**src/lpc_consts.svh**
```systemverilog
`ifndef LPC_CONSTS_SVH
`define LPC_CONSTS_SVH

// ==========================================================
// Register offsets
`define LPC_OFF_CTRL   6'h01
`define LPC_OFF_MASK0  6'h13
`define LPC_OFF_MASK1  6'h14
`define LPC_OFF_STAT0  6'h18
`define LPC_OFF_STAT1  6'h19
`define LPC_OFF_GCFG   6'h20

// ==========================================================
// Reset values
`define LPC_CTRL_RST   8'h00
`define LPC_MASK_RST   8'hFF
`define LPC_STAT_RST   8'h00
`define LPC_GCFG_RST   8'h01
`define LPC_RDATA_RST  8'h00

// ==========================================================
// Field positions
`define LPC_CTRL_EDGE     0
`define LPC_CTRL_PATH_LO  1
`define LPC_CTRL_LOOP_LO  3
`define LPC_CTRL_INBAND   5
`define LPC_GCFG_GMASK    0
`define LPC_GCFG_POL      1

// ==========================================================
// Serial frame
`define LPC_SER_LAST_BIT  3'h7

`endif

```
**src/lpc_pkg.sv**
```systemverilog
package lpc_pkg;

  typedef enum logic [1:0] {
    LPC_HW      = 2'b00,
    LPC_SERIAL  = 2'b01,
    LPC_PAR_RW  = 2'b10,
    LPC_PAR_STB = 2'b11
  } lpc_mode_t;

  typedef enum logic [1:0] {
    LPC_SER_CMD  = 2'b00,
    LPC_SER_LOAD = 2'b01,
    LPC_SER_DATA = 2'b10,
    LPC_SER_DONE = 2'b11
  } lpc_ser_st_t;

  typedef struct packed {
    lpc_ser_st_t state;
    logic [2:0]  cnt;
    logic [7:0]  sh;
    logic        rw;
    logic [5:0]  addr;
    logic [7:0]  wdata;
    logic        wr;
    logic        rdd;
    logic        sclk_q;
    logic [7:0]  sdo_sh;
    logic        sdo;
    logic        oe;
  } lpc_ser_t;

  typedef struct packed {
    lpc_mode_t   mode;
    logic [7:0]  ctrl;
    logic [7:0]  gcfg;
    logic [15:0] mask;
    logic [15:0] stat;
    logic        clk_q;
    logic        rail_p;
    logic        rail_n;
    logic [1:0]  path;
    logic [1:0]  loop;
    logic        inband;
    logic        irq;
    logic        wr_q;
    logic        rd_q;
    logic [5:0]  rd_addr;
    logic [7:0]  rdata;
    logic        rdata_oe;
  } lpc_state_t;

endpackage

```
**src/lpc_serial_port.sv**
```systemverilog
`timescale 1ns/1ns
`default_nettype none
`include "lpc_consts.svh"

module lpc_serial_port
  import lpc_pkg::*;
(
  input  wire logic       clk_i,
  input  wire logic       resetn_i,
  input  wire logic       en_i,
  input  wire logic       cs_n_i,
  input  wire logic       sclk_i,
  input  wire logic       sclke_i,
  input  wire logic       sdi_i,
  input  wire logic [7:0] rdata_i,
  output logic      [5:0] addr_o,
  output logic      [7:0] wdata_o,
  output logic            wr_o,
  output logic            rd_done_o,
  output logic            sdo_o,
  output logic            sdo_oe_o
);

  lpc_ser_t st;
  lpc_ser_t next_st;
  logic     rise;
  logic     act;
  logic [7:0] word;

  // ========================================================
  // Frame: 8 command bits (rw, addr[5:0], spare) then 8 data bits
  always_comb begin
    next_st = st;
    next_st.wr = 1'b0;
    next_st.rdd = 1'b0;
    next_st.sclk_q = sclk_i;
    rise = sclk_i && !st.sclk_q;
    act = sclke_i ? (!sclk_i && st.sclk_q) : rise;
    word = {sdi_i, st.sh[7:1]};
    if (!en_i || cs_n_i) begin
      next_st.state = LPC_SER_CMD;
      next_st.cnt = 3'h0;
      next_st.oe = 1'b0;
    end else begin
      case (st.state)
        LPC_SER_CMD: begin
          if (rise) begin
            next_st.sh = word;
            next_st.cnt = st.cnt + 3'h1;
            if (st.cnt == `LPC_SER_LAST_BIT) begin
              next_st.rw = word[0];
              next_st.addr = word[6:1];
              next_st.state = LPC_SER_LOAD;
            end
          end
        end
        LPC_SER_LOAD: begin
          next_st.sdo_sh = rdata_i;
          next_st.sdo = rdata_i[0];
          next_st.oe = st.rw;
          next_st.state = LPC_SER_DATA;
        end
        LPC_SER_DATA: begin
          // Falling-edge mode keeps bit 0 up until the first data rise
          if (act && st.rw && (!sclke_i || st.cnt != 3'h0)) begin
            next_st.sdo_sh = {1'b0, st.sdo_sh[7:1]};
            next_st.sdo = st.sdo_sh[1];
          end
          if (rise) begin
            next_st.sh = word;
            next_st.cnt = st.cnt + 3'h1;
            if (st.cnt == `LPC_SER_LAST_BIT) begin
              next_st.state = LPC_SER_DONE;
              next_st.wdata = word;
              next_st.wr = !st.rw;
              next_st.rdd = st.rw;
            end
          end
        end
        LPC_SER_DONE: begin
          next_st.oe = 1'b0;
        end
        default: begin
          next_st.state = LPC_SER_CMD;
        end
      endcase
    end
  end

  always_ff @(posedge clk_i or negedge resetn_i) begin
    if (!resetn_i) begin
      st <= '0;
    end else begin
      st <= next_st;
    end
  end

  assign addr_o    = st.addr;
  assign wdata_o   = st.wdata;
  assign wr_o      = st.wr;
  assign rd_done_o = st.rdd;
  assign sdo_o     = st.sdo;
  assign sdo_oe_o  = st.oe;

  a_ser_cs_idle: assert property (
    @(posedge clk_i) disable iff (!resetn_i)
    cs_n_i |=> !sdo_oe_o && !wr_o)
    else $error("serial port active with chip select high");

endmodule
`default_nettype wire

```
**src/lpc_pin_ctrl.sv**
```systemverilog
// Functional notes
// - Two select pins choose hardware, serial, parallel R/W or strobe control.
// - Hardware mode: edge strap low updates rails on rising, high on falling.
// - Path strap 00 single rail HDB3/B8ZS, 01 single rail AMI.
// - Path strap 10 dual rail with recovery, 11 slicer with recovery bypassed.
// - Host holds chip select low; interfaces answer only while it is low.
// - Hardware mode loopback straps: 00 none, 01 analog, 10 digital, 11 remote.
// - Inband loopback only under software control, never from straps.
// - One interrupt output combines every source of both channels.
// - Global mask bit at one blocks all sources from the interrupt output.
// - Each source has its own mask bit in registers 13H and 14H.
// - Pending sources show in status registers 18H and 19H.
// - Interrupt output is push-pull, polarity selectable high or low.
`timescale 1ns/1ns
`default_nettype none
`include "lpc_consts.svh"

module lpc_pin_ctrl
  import lpc_pkg::*;
(
  input  wire logic        clk_i,
  input  wire logic        resetn_i,
  input  wire logic [1:0]  mode_sel_i,
  input  wire logic        rx_edge_strap_i,
  input  wire logic [1:0]  path_mode_strap_i,
  input  wire logic        ch1_loop_sel_hi_i,
  input  wire logic        ch1_loop_sel_lo_i,
  input  wire logic        recovered_rx_clock_i,
  input  wire logic        rx_pos_data_i,
  input  wire logic        rx_neg_data_i,
  input  wire logic [15:0] int_src_i,
  input  wire logic        cs_n_i,
  input  wire logic [5:0]  addr_i,
  input  wire logic [7:0]  data_i,
  input  wire logic        ds_rd_n_i,
  input  wire logic        rw_wr_n_i,
  input  wire logic        sclk_i,
  input  wire logic        sclke_i,
  input  wire logic        sdi_i,
  output logic      [7:0]  data_o,
  output logic             data_oe_o,
  output logic             sdo_o,
  output logic             sdo_oe_o,
  output logic             rx_positive_rail_o,
  output logic             rx_negative_rail_o,
  output logic      [1:0]  path_mode_o,
  output logic      [1:0]  ch1_loop_mode_o,
  output logic             inband_loop_o,
  output logic             irq_o
);

  lpc_state_t  st;
  lpc_state_t  next_st;
  logic        hw;
  logic        sel;
  logic        rd_act;
  logic        wr_act;
  logic        wr_go;
  logic [5:0]  wa;
  logic [7:0]  wd;
  logic        clr_go;
  logic [5:0]  ca;
  logic [15:0] clr;
  logic        edge_hit;
  logic        pend;
  logic [5:0]  ser_addr;
  logic [7:0]  ser_wdata;
  logic        ser_wr;
  logic        ser_rd;

  // ========================================================
  // Register read view
  function automatic logic [7:0] rd_mux(input lpc_state_t s,
                                        input logic [5:0] a);
    case (a)
      `LPC_OFF_CTRL:  rd_mux = s.ctrl;
      `LPC_OFF_MASK0: rd_mux = s.mask[7:0];
      `LPC_OFF_MASK1: rd_mux = s.mask[15:8];
      `LPC_OFF_STAT0: rd_mux = s.stat[7:0];
      `LPC_OFF_STAT1: rd_mux = s.stat[15:8];
      `LPC_OFF_GCFG:  rd_mux = s.gcfg;
      default:        rd_mux = 8'h00;
    endcase
  endfunction

  // ========================================================
  // Serial port
  lpc_serial_port u_serial (
    .clk_i     (clk_i),
    .resetn_i  (resetn_i),
    .en_i      (st.mode == LPC_SERIAL),
    .cs_n_i    (cs_n_i),
    .sclk_i    (sclk_i),
    .sclke_i   (sclke_i),
    .sdi_i     (sdi_i),
    .rdata_i   (rd_mux(st, ser_addr)),
    .addr_o    (ser_addr),
    .wdata_o   (ser_wdata),
    .wr_o      (ser_wr),
    .rd_done_o (ser_rd),
    .sdo_o     (sdo_o),
    .sdo_oe_o  (sdo_oe_o)
  );

  // ========================================================
  // Next state
  always_comb begin
    next_st = st;
    next_st.mode = lpc_mode_t'(mode_sel_i);
    hw = (st.mode == LPC_HW);
    sel = !cs_n_i &&
          (st.mode == LPC_PAR_RW || st.mode == LPC_PAR_STB);
    if (st.mode == LPC_PAR_RW) begin
      rd_act = sel && !ds_rd_n_i && rw_wr_n_i;
      wr_act = sel && !ds_rd_n_i && !rw_wr_n_i;
    end else begin
      rd_act = sel && !ds_rd_n_i;
      wr_act = sel && !rw_wr_n_i;
    end
    next_st.wr_q = wr_act;
    next_st.rd_q = rd_act;
    // Writes land on the leading edge of the parallel strobe
    wr_go = (wr_act && !st.wr_q) || ser_wr;
    wa = ser_wr ? ser_addr : addr_i;
    wd = ser_wr ? ser_wdata : data_i;
    if (wr_go) begin
      case (wa)
        `LPC_OFF_CTRL:  next_st.ctrl = wd;
        `LPC_OFF_MASK0: next_st.mask[7:0] = wd;
        `LPC_OFF_MASK1: next_st.mask[15:8] = wd;
        `LPC_OFF_GCFG:  next_st.gcfg = wd;
        default: begin
        end
      endcase
    end
    // Status clears when a read of it completes; new events still win
    if (rd_act) begin
      next_st.rd_addr = addr_i;
    end
    clr_go = (st.rd_q && !rd_act) || ser_rd;
    ca = ser_rd ? ser_addr : st.rd_addr;
    clr = 16'h0000;
    if (clr_go && ca == `LPC_OFF_STAT0) begin
      clr[7:0] = 8'hFF;
    end
    if (clr_go && ca == `LPC_OFF_STAT1) begin
      clr[15:8] = 8'hFF;
    end
    next_st.stat = (st.stat & ~clr) | int_src_i;
    next_st.rdata = rd_act ? rd_mux(st, addr_i) : `LPC_RDATA_RST;
    next_st.rdata_oe = rd_act;
    // Interrupt combine, masks and polarity
    pend = (|(st.stat & ~st.mask)) &&
           !st.gcfg[`LPC_GCFG_GMASK];
    next_st.irq = st.gcfg[`LPC_GCFG_POL] ? pend : !pend;
    // Strap or register sourced line configuration
    if (hw) begin
      next_st.path = path_mode_strap_i;
      next_st.loop = {ch1_loop_sel_hi_i, ch1_loop_sel_lo_i};
      next_st.inband = 1'b0;
    end else begin
      next_st.path = st.ctrl[`LPC_CTRL_PATH_LO +: 2];
      next_st.loop = st.ctrl[`LPC_CTRL_LOOP_LO +: 2];
      next_st.inband = st.ctrl[`LPC_CTRL_INBAND];
    end
    // Rail update on the chosen edge of the recovered clock
    next_st.clk_q = recovered_rx_clock_i;
    if (hw ? rx_edge_strap_i : st.ctrl[`LPC_CTRL_EDGE]) begin
      edge_hit = st.clk_q && !recovered_rx_clock_i;
    end else begin
      edge_hit = !st.clk_q && recovered_rx_clock_i;
    end
    if (edge_hit) begin
      next_st.rail_p = rx_pos_data_i;
      next_st.rail_n = rx_neg_data_i;
    end
  end

  always_ff @(posedge clk_i or negedge resetn_i) begin
    if (!resetn_i) begin
      st <= '0;
      st.mode <= LPC_HW;
      st.ctrl <= `LPC_CTRL_RST;
      st.gcfg <= `LPC_GCFG_RST;
      st.mask <= {`LPC_MASK_RST, `LPC_MASK_RST};
      st.stat <= {`LPC_STAT_RST, `LPC_STAT_RST};
      st.irq <= 1'b1;
    end else begin
      st <= next_st;
    end
  end

  assign data_o             = st.rdata;
  assign data_oe_o          = st.rdata_oe;
  assign rx_positive_rail_o = st.rail_p;
  assign rx_negative_rail_o = st.rail_n;
  assign path_mode_o        = st.path;
  assign ch1_loop_mode_o    = st.loop;
  assign inband_loop_o      = st.inband;
  assign irq_o              = st.irq;

  // ========================================================
  // Checks
  a_mode_follow: assert property (
    @(posedge clk_i) disable iff (!resetn_i)
    ##1 st.mode == lpc_mode_t'($past(mode_sel_i)))
    else $error("control mode does not follow select pins");

  a_edge_rise: assert property (
    @(posedge clk_i) disable iff (!resetn_i)
    (hw && !rx_edge_strap_i && !st.clk_q && recovered_rx_clock_i)
    |=> rx_positive_rail_o == $past(rx_pos_data_i))
    else $error("rail not updated on rising receive clock");

  a_edge_fall: assert property (
    @(posedge clk_i) disable iff (!resetn_i)
    (hw && rx_edge_strap_i && !st.clk_q && recovered_rx_clock_i)
    |=> $stable(rx_negative_rail_o))
    else $error("rail changed on rising edge in falling mode");

  a_path_hw: assert property (
    @(posedge clk_i) disable iff (!resetn_i)
    hw |=> path_mode_o == $past(path_mode_strap_i))
    else $error("path mode does not follow strap");

  a_path_slicer: assert property (
    @(posedge clk_i) disable iff (!resetn_i)
    (hw && path_mode_strap_i == 2'h3) ##1 1'b1 |-> path_mode_o == 2'h3)
    else $error("slicer mode not selected");

  a_par_cs_idle: assert property (
    @(posedge clk_i) disable iff (!resetn_i)
    cs_n_i |=> !data_oe_o)
    else $error("parallel bus driven with chip select high");

  a_loop_hw: assert property (
    @(posedge clk_i) disable iff (!resetn_i)
    hw |=> ch1_loop_mode_o ==
           $past({ch1_loop_sel_hi_i, ch1_loop_sel_lo_i}))
    else $error("loopback does not follow straps");

  a_inband_hw: assert property (
    @(posedge clk_i) disable iff (!resetn_i)
    hw |=> !inband_loop_o)
    else $error("inband loopback in hardware mode");

  a_irq_any: assert property (
    @(posedge clk_i) disable iff (!resetn_i)
    (!st.gcfg[`LPC_GCFG_GMASK] && |(st.stat & ~st.mask))
    |=> irq_o == $past(st.gcfg[`LPC_GCFG_POL]))
    else $error("pending unmasked source not signalled");

  a_gmask_all: assert property (
    @(posedge clk_i) disable iff (!resetn_i)
    st.gcfg[`LPC_GCFG_GMASK] |=> irq_o != $past(st.gcfg[`LPC_GCFG_POL]))
    else $error("global mask did not block interrupt");

  a_stat_set: assert property (
    @(posedge clk_i) disable iff (!resetn_i)
    int_src_i[0] |=> st.stat[0] ##1 (st.stat[0] || $past(clr_go)))
    else $error("status bit not captured");

  a_irq_clear: assert property (
    @(posedge clk_i) disable iff (!resetn_i)
    (~|(st.stat & ~st.mask)) |=> irq_o != $past(st.gcfg[`LPC_GCFG_POL]))
    else $error("interrupt held with nothing pending");

endmodule
`default_nettype wire

```
**config.mk**
```make
export PLATFORM = sky130hd
export DESIGN_NAME = lpc_pin_ctrl
export DESIGN_NICKNAME = d
export VERILOG_FILES = /design/src/lpc_pkg.sv /design/src/lpc_serial_port.sv /design/src/lpc_pin_ctrl.sv
export VERILOG_INCLUDE_DIRS = /design/src
export SDC_FILE = /design/constraint.sdc
export NUM_CORES = 1
export LEC_CHECK = 0
export ABC_AREA = 0
export ABC_CLOCK_PERIOD_IN_PS = 2300
export BUFFER_PORTS_ARGS = -buffer_cell sky130_fd_sc_hd__buf_2
export CELL_PAD_IN_SITES_DETAIL_PLACEMENT = 1
export CELL_PAD_IN_SITES_GLOBAL_PLACEMENT = 1
export CORE_MARGIN = 3
export CORE_UTILIZATION = 42
export DETAILED_ROUTE_END_ITERATION = 16
export PLACE_DENSITY_LB_ADDON = 0.1
export SLEW_MARGIN = 0
export SYNTH_ARGS = -nofsm -noshare
export SYNTH_HDL_FRONTEND = slang
export SYNTH_SLANG_ARGS = --single-unit
```
**constraint.sdc**
```tcl
create_clock -name clk_i -period 2.3 [get_ports clk_i]
set_clock_uncertainty 0.2 [all_clocks]
set_input_delay 0.46 -clock clk_i [delete_from_list [all_inputs] [get_ports clk_i]]
set_output_delay 0.46 -clock clk_i [all_outputs]
set_load 0.05 [all_outputs]
```
* Word level (Yosys, flattened, before mapping)
Cells that the tools add are included.
Operators by class: $add $sub $neg 1, eq/ne operators 32, multiplexer cells 31, bitwise operators 6, reductions and logical operators 54
Operators with widths (number):
- one-hot mux 8 bit (6 select lines) | 2
- equality test 6 x 5 -> 1 bit, second input constant | 12
- AND 16 bit | 2
- two-way mux 8 bit | 4
- NOT 16 bit | 2
- one-hot mux 11 bit (2 select lines) | 1
- two-way mux 20 bit | 1
- equality test 6 x 1 -> 1 bit, second input constant | 3
- equality test 6 bit, second input constant | 3
- one-hot mux 9 bit (2 select lines) | 1
- logical AND 1 bit | 16
- bitwise OR 16 bit | 1
- OR reduction 16 bit | 1
- zero test 1 bit | 14
- two-way mux 13 bit | 1
- two-way mux 2 bit | 6
- two-way mux 6 bit | 2
- != test 3 x 1 -> 1 bit, second input constant | 4
- AND reduction 4 bit | 3
- two-way mux 5 bit | 2
- two-way mux 9 bit | 1
- nonzero test 3 bit | 3
- equality test 2 bit, second input constant | 4
- AND reduction 2 bit | 4
- other kinds (15) | 31
Word-level totals: flip-flop bits (word level) 116, input bits 48, output and inout bits 19, logic and storage cells 153

* Longest topological paths before layout
Gate-level depths: netlist of run 1.
word-level depth 14, mapped depth 9, mapped depth without buffers 7

* Modules after synthesis
A second synthesis of run 1 with hierarchy kept.
Unflattened totals: cell total of the unflattened synthesis 484, area total of the unflattened synthesis 5804.3 um2
By module, submodules not included:
- lpc_pin_ctrl | instances 1, cells each 322, area each 3848.7 um2, sequential area each 1899.3 um2
- lpc_serial_port | instances 1, cells each 162, area each 1955.6 um2, sequential area each 975.9 um2

* Worst setup path after synthesis of run 1
Ideal clock, no wire load.
path type register to register, start register u_serial.st[39] (netlist bit), end register u_serial.st[6] (netlist bit), setup time 125 ps, arrival time 1911 ps, required time 1975 ps, slack 64 ps, cell stages (with the launch flop) 8, buffers on the path 1, clock period less this slack 2236 ps, cell sequence dfrtp_1 -> inv_1 -> ha_1 -> buf_2 -> inv_1 -> or4_1 -> a21oi_2 -> mux2_2
On the way: word-level cells in the longest chain between the ends 3, elaborated cells on any way between the ends 6, those cells by class 3 x eq/ne; 1 x mux; 2 x reduce/logical
Ends and longest elaborated chain:
- start: declaration | RTL line lpc_serial_port.sv:24 | lpc_ser_t st;
- start signal: assignment | RTL line lpc_serial_port.sv:94 | st <= next_st;
- equality test 2 bit or equality test 2 x 1 -> 1 bit (tied branches) | RTL line lpc_serial_port.sv:45 | case (st.state)
- != test 2 x 1 -> 1 bit (no source line) or nonzero test 2 bit (tied branches)
- AND reduction 3 bit (no source line)
Parallel ways exist; a longest one is shown, timed or not. A chain may end at the register's enable or synchronous reset.

* Worst setup path after layout of run 1
start input port sclk_i, end register u_serial.st[9] (netlist bit)
On the way: word-level cells in the longest chain between the ends 7, elaborated cells on any way between the ends 8, those cells by class 1 x eq/ne; 1 x mux; 6 x reduce/logical
Ends and longest elaborated chain:
- start: declaration | RTL line lpc_pin_ctrl.sv:37 | input wire logic sclk_i,
- zero test 1 bit | RTL line lpc_serial_port.sv:38 | act = sclke_i ? (!sclk_i && st.sclk_q) : rise;
- logical AND 1 bit | RTL line lpc_serial_port.sv:38
- two-way mux 1 bit * | RTL line lpc_serial_port.sv:38
- logical AND 1 bit * (2 in a row) | RTL line lpc_serial_port.sv:65 | if (act && st.rw && (!sclke_i || st.cnt != 3'h0)) begin
- != test 2 x 1 -> 1 bit (no source line) *
- AND reduction 3 bit (no source line) *
Mark *: on every way between the ends. The rest lies on a longest branch, timed or not.

==> run summary, run 1 <==
Status: completed
Count of pins over their slew limit: 0
HPWL Detailed: 11500 µm
Leak pwr: 3.12 nW
Core area: 12700 µm²
Slowest cell on crit path: dlygate4sd3_1
Die area: 14500 µm²
DP Worst Slack: -132 ps
TNS Setup: 0 ps
Worst path top cell family by delay: buffers and inverters
Seq cells post-synth: 114
CTS sink cnt: 114
Syn_area_per_cell: 11.5 µm²
CP endpoint kind: flip-flop
Cell count after synthesis: 481
Met1 global-route usage: 0.293
Req. time, crit path: 2400 ps
Largest net degree at the start of global routing: 45
Max Clk Rate: 449 MHz
Pwr/cell area: 778 nW/µm²
Slew of the pin with the lowest slew margin: 765 ps
Clk_lat worst skew: 420 ps
Final hold viol count: 0
Tightest Hold Check Type: input pin to flip-flop
Area Overhead vs Synth: 24.2%
Post-DR vias/cell: 5.54
Worst Path Arrival: 2330 ps
Initial drt markers: 219
CP peak stage delay: 520 ps
Sequential element share of the synthesized area: 0.521
Drt drc: 0
MaxCap Viol Count: 0
Syn Nets: 536
Vias post-DR: 4181
CP bufs+invs: 3
Die height: 121 µm
Cells along the critical path: dlygate4sd3_1, buf_2, nand2b_4, or4_4, a21oi_2, buf_6, mux2_2
Detailed Route WL: 15600 µm
Average wire per standard cell: 20.6 µm
CTS clk-pin slew, worst paths: 50 ps
Vias in the first global route: 4534
Bufs on Longest Clock Path: 2
Fin area: 6860 µm²
Critical path start-end classification: input pin to flip-flop
Post-synth EDFFs: 0
I/O Pins: 67
Fin crit share: 0.968
Setup ws final: 74.0 ps
Nature of the critical path startpoint: input pin
Placed Area: 6140 µm²
Critical Path Fanout Max: 6
RSZ-0062 raised after global routing: no
Cell Rows: 41
Tmin final: 2230 ps
N_diodes: 0
Total track usage: 0.229
Clock buffer count from CTS: 17
Initial Utilization: 0.434
Max-slew headroom: 0.488
Chip width: 121 µm
Initial antenna violation count: 0
# port buffers: 66
WHS: 28.9 ps
Most Used Layer, Global Route: met2
Number of distinct library cells after synthesis: 48
Yosys warns: 0
CTS root buffer: clkbuf_16
Main synth FF type: dfrtp_1
First-pass GRT wire length: 25100 µm
Post-route ant nets: 0
Gpl congestion: 0.858
Post-synth ARST share: 1.00
Setup violations, final: 0
Area of the mapped netlist: 5520 µm²
H-Tree Depth: 4
Peak supply drop: 0.611 mV
Pre-antenna DRT Iters: 5
CTS tree: built
Ratio of cells with drive above 1 in the final layout: 0.395
GRT overflow: 0
GR Util met2: 0.377
GRT met3 Usage: 0.0486
Final net count: 625
kinds of logic (layout without fill, tap and decap cells):
logic type                 Yosys count  count (layout)  share of synthesized area
xor gates and xnor gates             2               2                    0.00318
buffers and inverters               64             166                     0.0533
muxes                               74              74                      0.150
DFF                                114             114                      0.521
AOI/OAI and AO/OA                  114             114                      0.151
and+or+nand+nor                    106             106                      0.106
adders and majority gates            7               7                     0.0159
worst reg2reg max path, stage by stage (launching register included):
cell	delay [ps]
dfrtp_1	390
inv_2	70
ha_2	170
inv_1	50
or4_4	520
a21oi_2	210
buf_6	150
mux2_2	330
cell usage after synthesis (8+ instances only):
cell type / instances / share of area
dfstp_2: 18 / 0.086
a31oi_1: 10 / 0.011
inv_1: 32 / 0.022
nand2b_1: 10 / 0.011
dfrtp_1: 96 / 0.44
nand2_1: 30 / 0.020
clkbuf_1: 12 / 0.0082
o22ai_1: 9 / 0.010
buf_4: 12 / 0.016
a22o_1: 9 / 0.014
a22oi_1: 38 / 0.052
o21ai_0: 17 / 0.015
nor3_1: 8 / 0.0073
nor2_1: 18 / 0.012
a21o_1: 16 / 0.022
and3_1: 9 / 0.010
mux2_2: 70 / 0.14
report_power, final:
part	total (W)	internal (W)	leakage [nW]	switching (W)
logic	0.000348	0.000145	1.45	0.000203
clock network	0.00277	0.00186	0.307	0.000908
registers	0.00222	0.00212	1.36	0.0000959
total	0.00533	0.00412	3.12	0.00121
flip-flops by register name, indices dropped and copies added (netlist names), 2 cells and up:
signal and cells:
path_mode_o 2, st 58, u_serial.addr_o 6, data_o 8, u_serial.st 22, ch1_loop_mode_o 2, u_serial.wdata_o 8
layout make-up:
class	instances	area [µm²]
Clock buffer	21	460
Sequential cell	114	2880
Tap cell	172	215
Multi-Input combinational cell	303	2370
Inverter	32	120
Clock inverter	11	161
Fill cell	1390	5870
Timing Repair Buffer	102	654
worst paths after layout:
kind	start	end	slack, ps	depth (start not counted)
max in group asynchronous	resetn_i	irq_o	940	3
worst min-delay path	int_src_i[2]	st[28]	30	2
worst min register to register	st[10]	st[10]	270	2
worst max-delay path	sclk_i	u_serial.st[9]	70	7
worst max register to register	u_serial.st[39]	u_serial.st[9]	90	7
min in group asynchronous	resetn_i	st[75]	330	2
cells in the final DEF (no fill, tap or decap), types with 3 or more instances in the layout:
cell type      count
dfrtp_1           96
o22ai_1            9
mux2_2            70
buf_4             27
dfstp_2           18
buf_2             66
mux2i_1            4
nor3_1             8
inv_1             31
ha_1               6
and3_1             9
a22oi_1           38
nor2_1            18
buf_12             3
a22o_1             9
nand2_1           30
a21o_1            16
nand3_1            7
clkinv_2           5
bufinv_16          4
dlygate4sd3_1      5
a221oi_1           3
clkbuf_16         17
o21ai_0           17
a31oi_1           10
nor2b_1            6
nand2b_1           9
per-layer routing:
layer  vias to the layer above  share of wire
li1                       1920              -
met3                        23          0.041
met1                      2146           0.43
met5                         -              0
met4                         0          0.021
met2                        92           0.50
stage by stage:
step / cells / total power (W) / util
2_1_floorplan: 481 / 0.00241 / -
3_3_place_gp: 715 / 0.00257 / 0.483
3_5_place_dp: 715 / 0.00259 / 0.483
4_1_cts: 752 / 0.00539 / 0.535
5_1_grt: 755 / 0.00555 / 0.539
6_report: 755 / 0.00533 / 0.539
timing repair:
item,in CTS,in global routing
endpoints found under the hold margin,32,0
setup buffers,0,2
gates resized for setup,0,6
endpoints found under the setup margin,0,14
hold buffers,5,0
Power figures use the tool's default switching activity.
==> run 2: changes to the inputs <==
--- a/config.mk
+++ b/config.mk
@@ -12,10 +12,11 @@
 export CELL_PAD_IN_SITES_DETAIL_PLACEMENT = 1
 export CELL_PAD_IN_SITES_GLOBAL_PLACEMENT = 1
 export CORE_MARGIN = 3
-export CORE_UTILIZATION = 42
+export CORE_UTILIZATION = 30
 export DETAILED_ROUTE_END_ITERATION = 16
 export PLACE_DENSITY_LB_ADDON = 0.1
 export SLEW_MARGIN = 0
 export SYNTH_ARGS = -nofsm -noshare
 export SYNTH_HDL_FRONTEND = slang
 export SYNTH_SLANG_ARGS = --single-unit
+export TNS_END_PERCENT = 50
==> run 2 against run 1 <==
Worst setup slack lost 8.7 ps; largest cell class unchanged; critical path type unchanged; routed wire length grew 6.8%; total power grew 2.5%; non-clock buffer count grew 5; register-to-register slack gained 30 ps; hold slack lost 9.3 ps; sequential share of layout area shrank 0.88 points; die area grew 38%; sequential power is essentially flat; count of clock-buffer cells in the layout grew 2; design area grew 2.2%.
==> run summary, run 2 (synthesized netlist as in run 1, its figures left out) <==
Critical Path Fanout Max: 5 (-1)
Clock buffer count from CTS: 17 (unchanged)
Register share of total power: 0.406 (-0.010)
Switching share of power: 0.228 (+0.00172)
Vias in the first global route: 4492 (-0.93%)
Critical path start-end classification: input pin to flip-flop
MaxCap Viol Count: 0 (unchanged)
Total track usage: 0.171 (-0.0578)
Tmin final: 2230 ps (+8.70 ps)
Most common cell after layout, fill and taps aside: dfrtp_1
Worst Path Arrival: 2330 ps (about the same)
Tightest Hold Check Type: input pin to flip-flop
Average wire per standard cell: 20.5 µm (-0.85%)
Bufs on Longest Clock Path: 2 (unchanged)
Initial antenna violation count: 0 (unchanged)
Largest net degree at the start of global routing: 47 (+4.4%)
CTS clk-pin slew, worst paths: 50 ps (about the same)
Nature of the critical path startpoint: input pin
Die area: 20100 µm² (+38%)
WHS Path Cells: 2 (unchanged)
# port buffers: 66 (unchanged)
Core area: 17700 µm² (+39%)
Vias post-DR: 4103 (-1.9%)
CTS tree: built
Stages on worst setup path: 7 (unchanged)
Most frequent cells in the layout: 96 x dfrtp_1, 70 x mux2_2, 65 x buf_2
Max-slew headroom: 0.509 (+0.0208)
CTS root buffer: clkbuf_16
Path depth of the worst reg2reg path: 7 (unchanged)
Area Overhead vs Synth: 26.9%
Clock power frac: 0.529 (+0.010)
RSZ-0062 raised after global routing: no
Cells along the critical path: dlygate4sd3_1, buf_2, nand2b_4, or4_4, a21oi_4, buf_12, mux2_2
Drt drc: 0 (unchanged)
Max Clk Rate: 447 MHz (-0.39%)
Detailed Route WL: 16600 µm (+6.8%)
HPWL Detailed: 12400 µm (+7.6%)
First-pass GRT wire length: 25900 µm (+3.3%)
Largest register by flop count: st
Largest register FFs: 58 (unchanged)
Final net count: 630 (+0.80%)
WHS: 19.6 ps (-9.34 ps)
Fillcell total: 1953 (+41%)
Leak pwr: 3.15 nW (+1.0%)
Ratio of cells with drive above 1 in the final layout: 0.400 (+0.00515)
Final design utilization: 0.397 (-0.142)
Status: completed
Cell Rows: 48 (+17%)
Slew of the pin with the lowest slew margin: 733 ps (-31.2 ps)
Initial Utilization: 0.313 (-0.121)
Peak supply drop: 0.485 mV (-21%)
Internal power consumption: 0.00422 W (+2.3%)
I/O Pins: 67 (unchanged)
Gpl congestion: 0.863 (+0.59%)
Combinational group share of total power: 0.065 (about the same)
Initial drt markers: 208 (-5.0%)
Sw power: 0.00125 W (+3.3%)
Post-DR vias/cell: 5.05 (-8.9%)
Final hold viol count: 0 (unchanged)
Clk_lat worst skew: 420 ps (about the same)
Pre-antenna DRT Iters: 4 (-1)
CP endpoint kind: flip-flop
CTS sink cnt: 114 (unchanged)
Worst path top cell family by delay: buffers and inverters
Setup violations, final: 0 (unchanged)
GRT overflow: 0 (unchanged)
Chip width: 142 µm (+17%)
Post-route ant nets: 0 (unchanged)
Largest regs: st (58), u_serial.st (22)
Fin area: 7000 µm² (+2.2%)
CP peak stage delay: 520 ps (about the same)
Req. time, crit path: 2400 ps (about the same)
CP bufs+invs: 3 (unchanged)
Pwr/cell area: 781 nW/µm² (+0.37%)
Placed Area: 6240 µm² (+1.7%)
H-Tree Depth: 4 (unchanged)
N_diodes: 0 (unchanged)
Die height: 142 µm (+17%)
Slowest cell on crit path: dlygate4sd3_1
Fin crit share: 0.972 (+0.00378)
Count of pins over their slew limit: 0 (unchanged)
## run 2: worst register-to-register path, stage by stage (launching register included)
cell and delay [ps]:
dfrtp_1 390, inv_2 70, ha_2 170, inv_1 50, or4_4 490, a21oi_4 240
buf_12 140, mux2_2 320
## run 2: routing by layer
metal  global-route usage  up-vias  share of wire
li1                     -     1929              -
met1                0.221     2079           0.46
met2                0.286       82           0.49
met3               0.0408       13          0.043
met4               0.0515        0         0.0097
met5                    0        -              0
## run 2: through the flow
stage | std cells | setup TNS [ps] | setup slack (ps) | power [W]
3_5_place_dp | 773 | -2040 | -94.9 | 0.00261
6_report | 813 | 0 | 65.3 | 0.00547
2_1_floorplan | 481 | 0 | 63.8 | 0.00241
5_1_grt | 813 | 0 | 2.17 | 0.00568
3_3_place_gp | 773 | -756 | -40.0 | 0.00259
4_1_cts | 810 | 0 | 53.3 | 0.00555
## run 2: layout make-up
cell class | count | area (µm²) | share of cell area
clock buffer | 23 | 498 | 0.0711
clock inverter | 9 | 150 | 0.0214
inverter | 32 | 120 | 0.0172
multi-input combinational | 303 | 2370 | 0.338
sequential | 114 | 2880 | 0.411
tap | 225 | 282 | 0.0402
timing repair buffer | 107 | 708 | 0.101
## run 2: final timing paths
path	start	endpoint	slack, ps
min	int_src_i[4]	st[30]	20
min reg2reg	st[14]	st[14]	270
max reg2reg	u_serial.st[39]	u_serial.st[9]	120
max in group asynchronous	resetn_i	irq_o	830
min in group asynchronous	resetn_i	st[13]	330
max	sclk_i	u_serial.st[9]	70
## run 2: what timing repair did
| action | 4_1_cts | 5_1_grt |
|---|---|---|
| buffers inserted | 0 | 2 |
| endpoints found under the setup margin | 0 | 2 |
| hold endpoints to repair | 30 | 0 |
| hold buffers | 5 | 0 |
| gates resized for setup | 0 | 5 |
## run 2: power groups by stage
stage,Clock (W),Sequential [W],Combinational (W)
final,0.00289,0.00222,0.000356
after detailed placement,0,0.00225,0.000355
after global placement,0,0.00225,0.000345
after global routing,0.00306,0.00223,0.000393
after floorplan,0,0.00224,0.000164
after CTS,0.00297,0.00222,0.000364
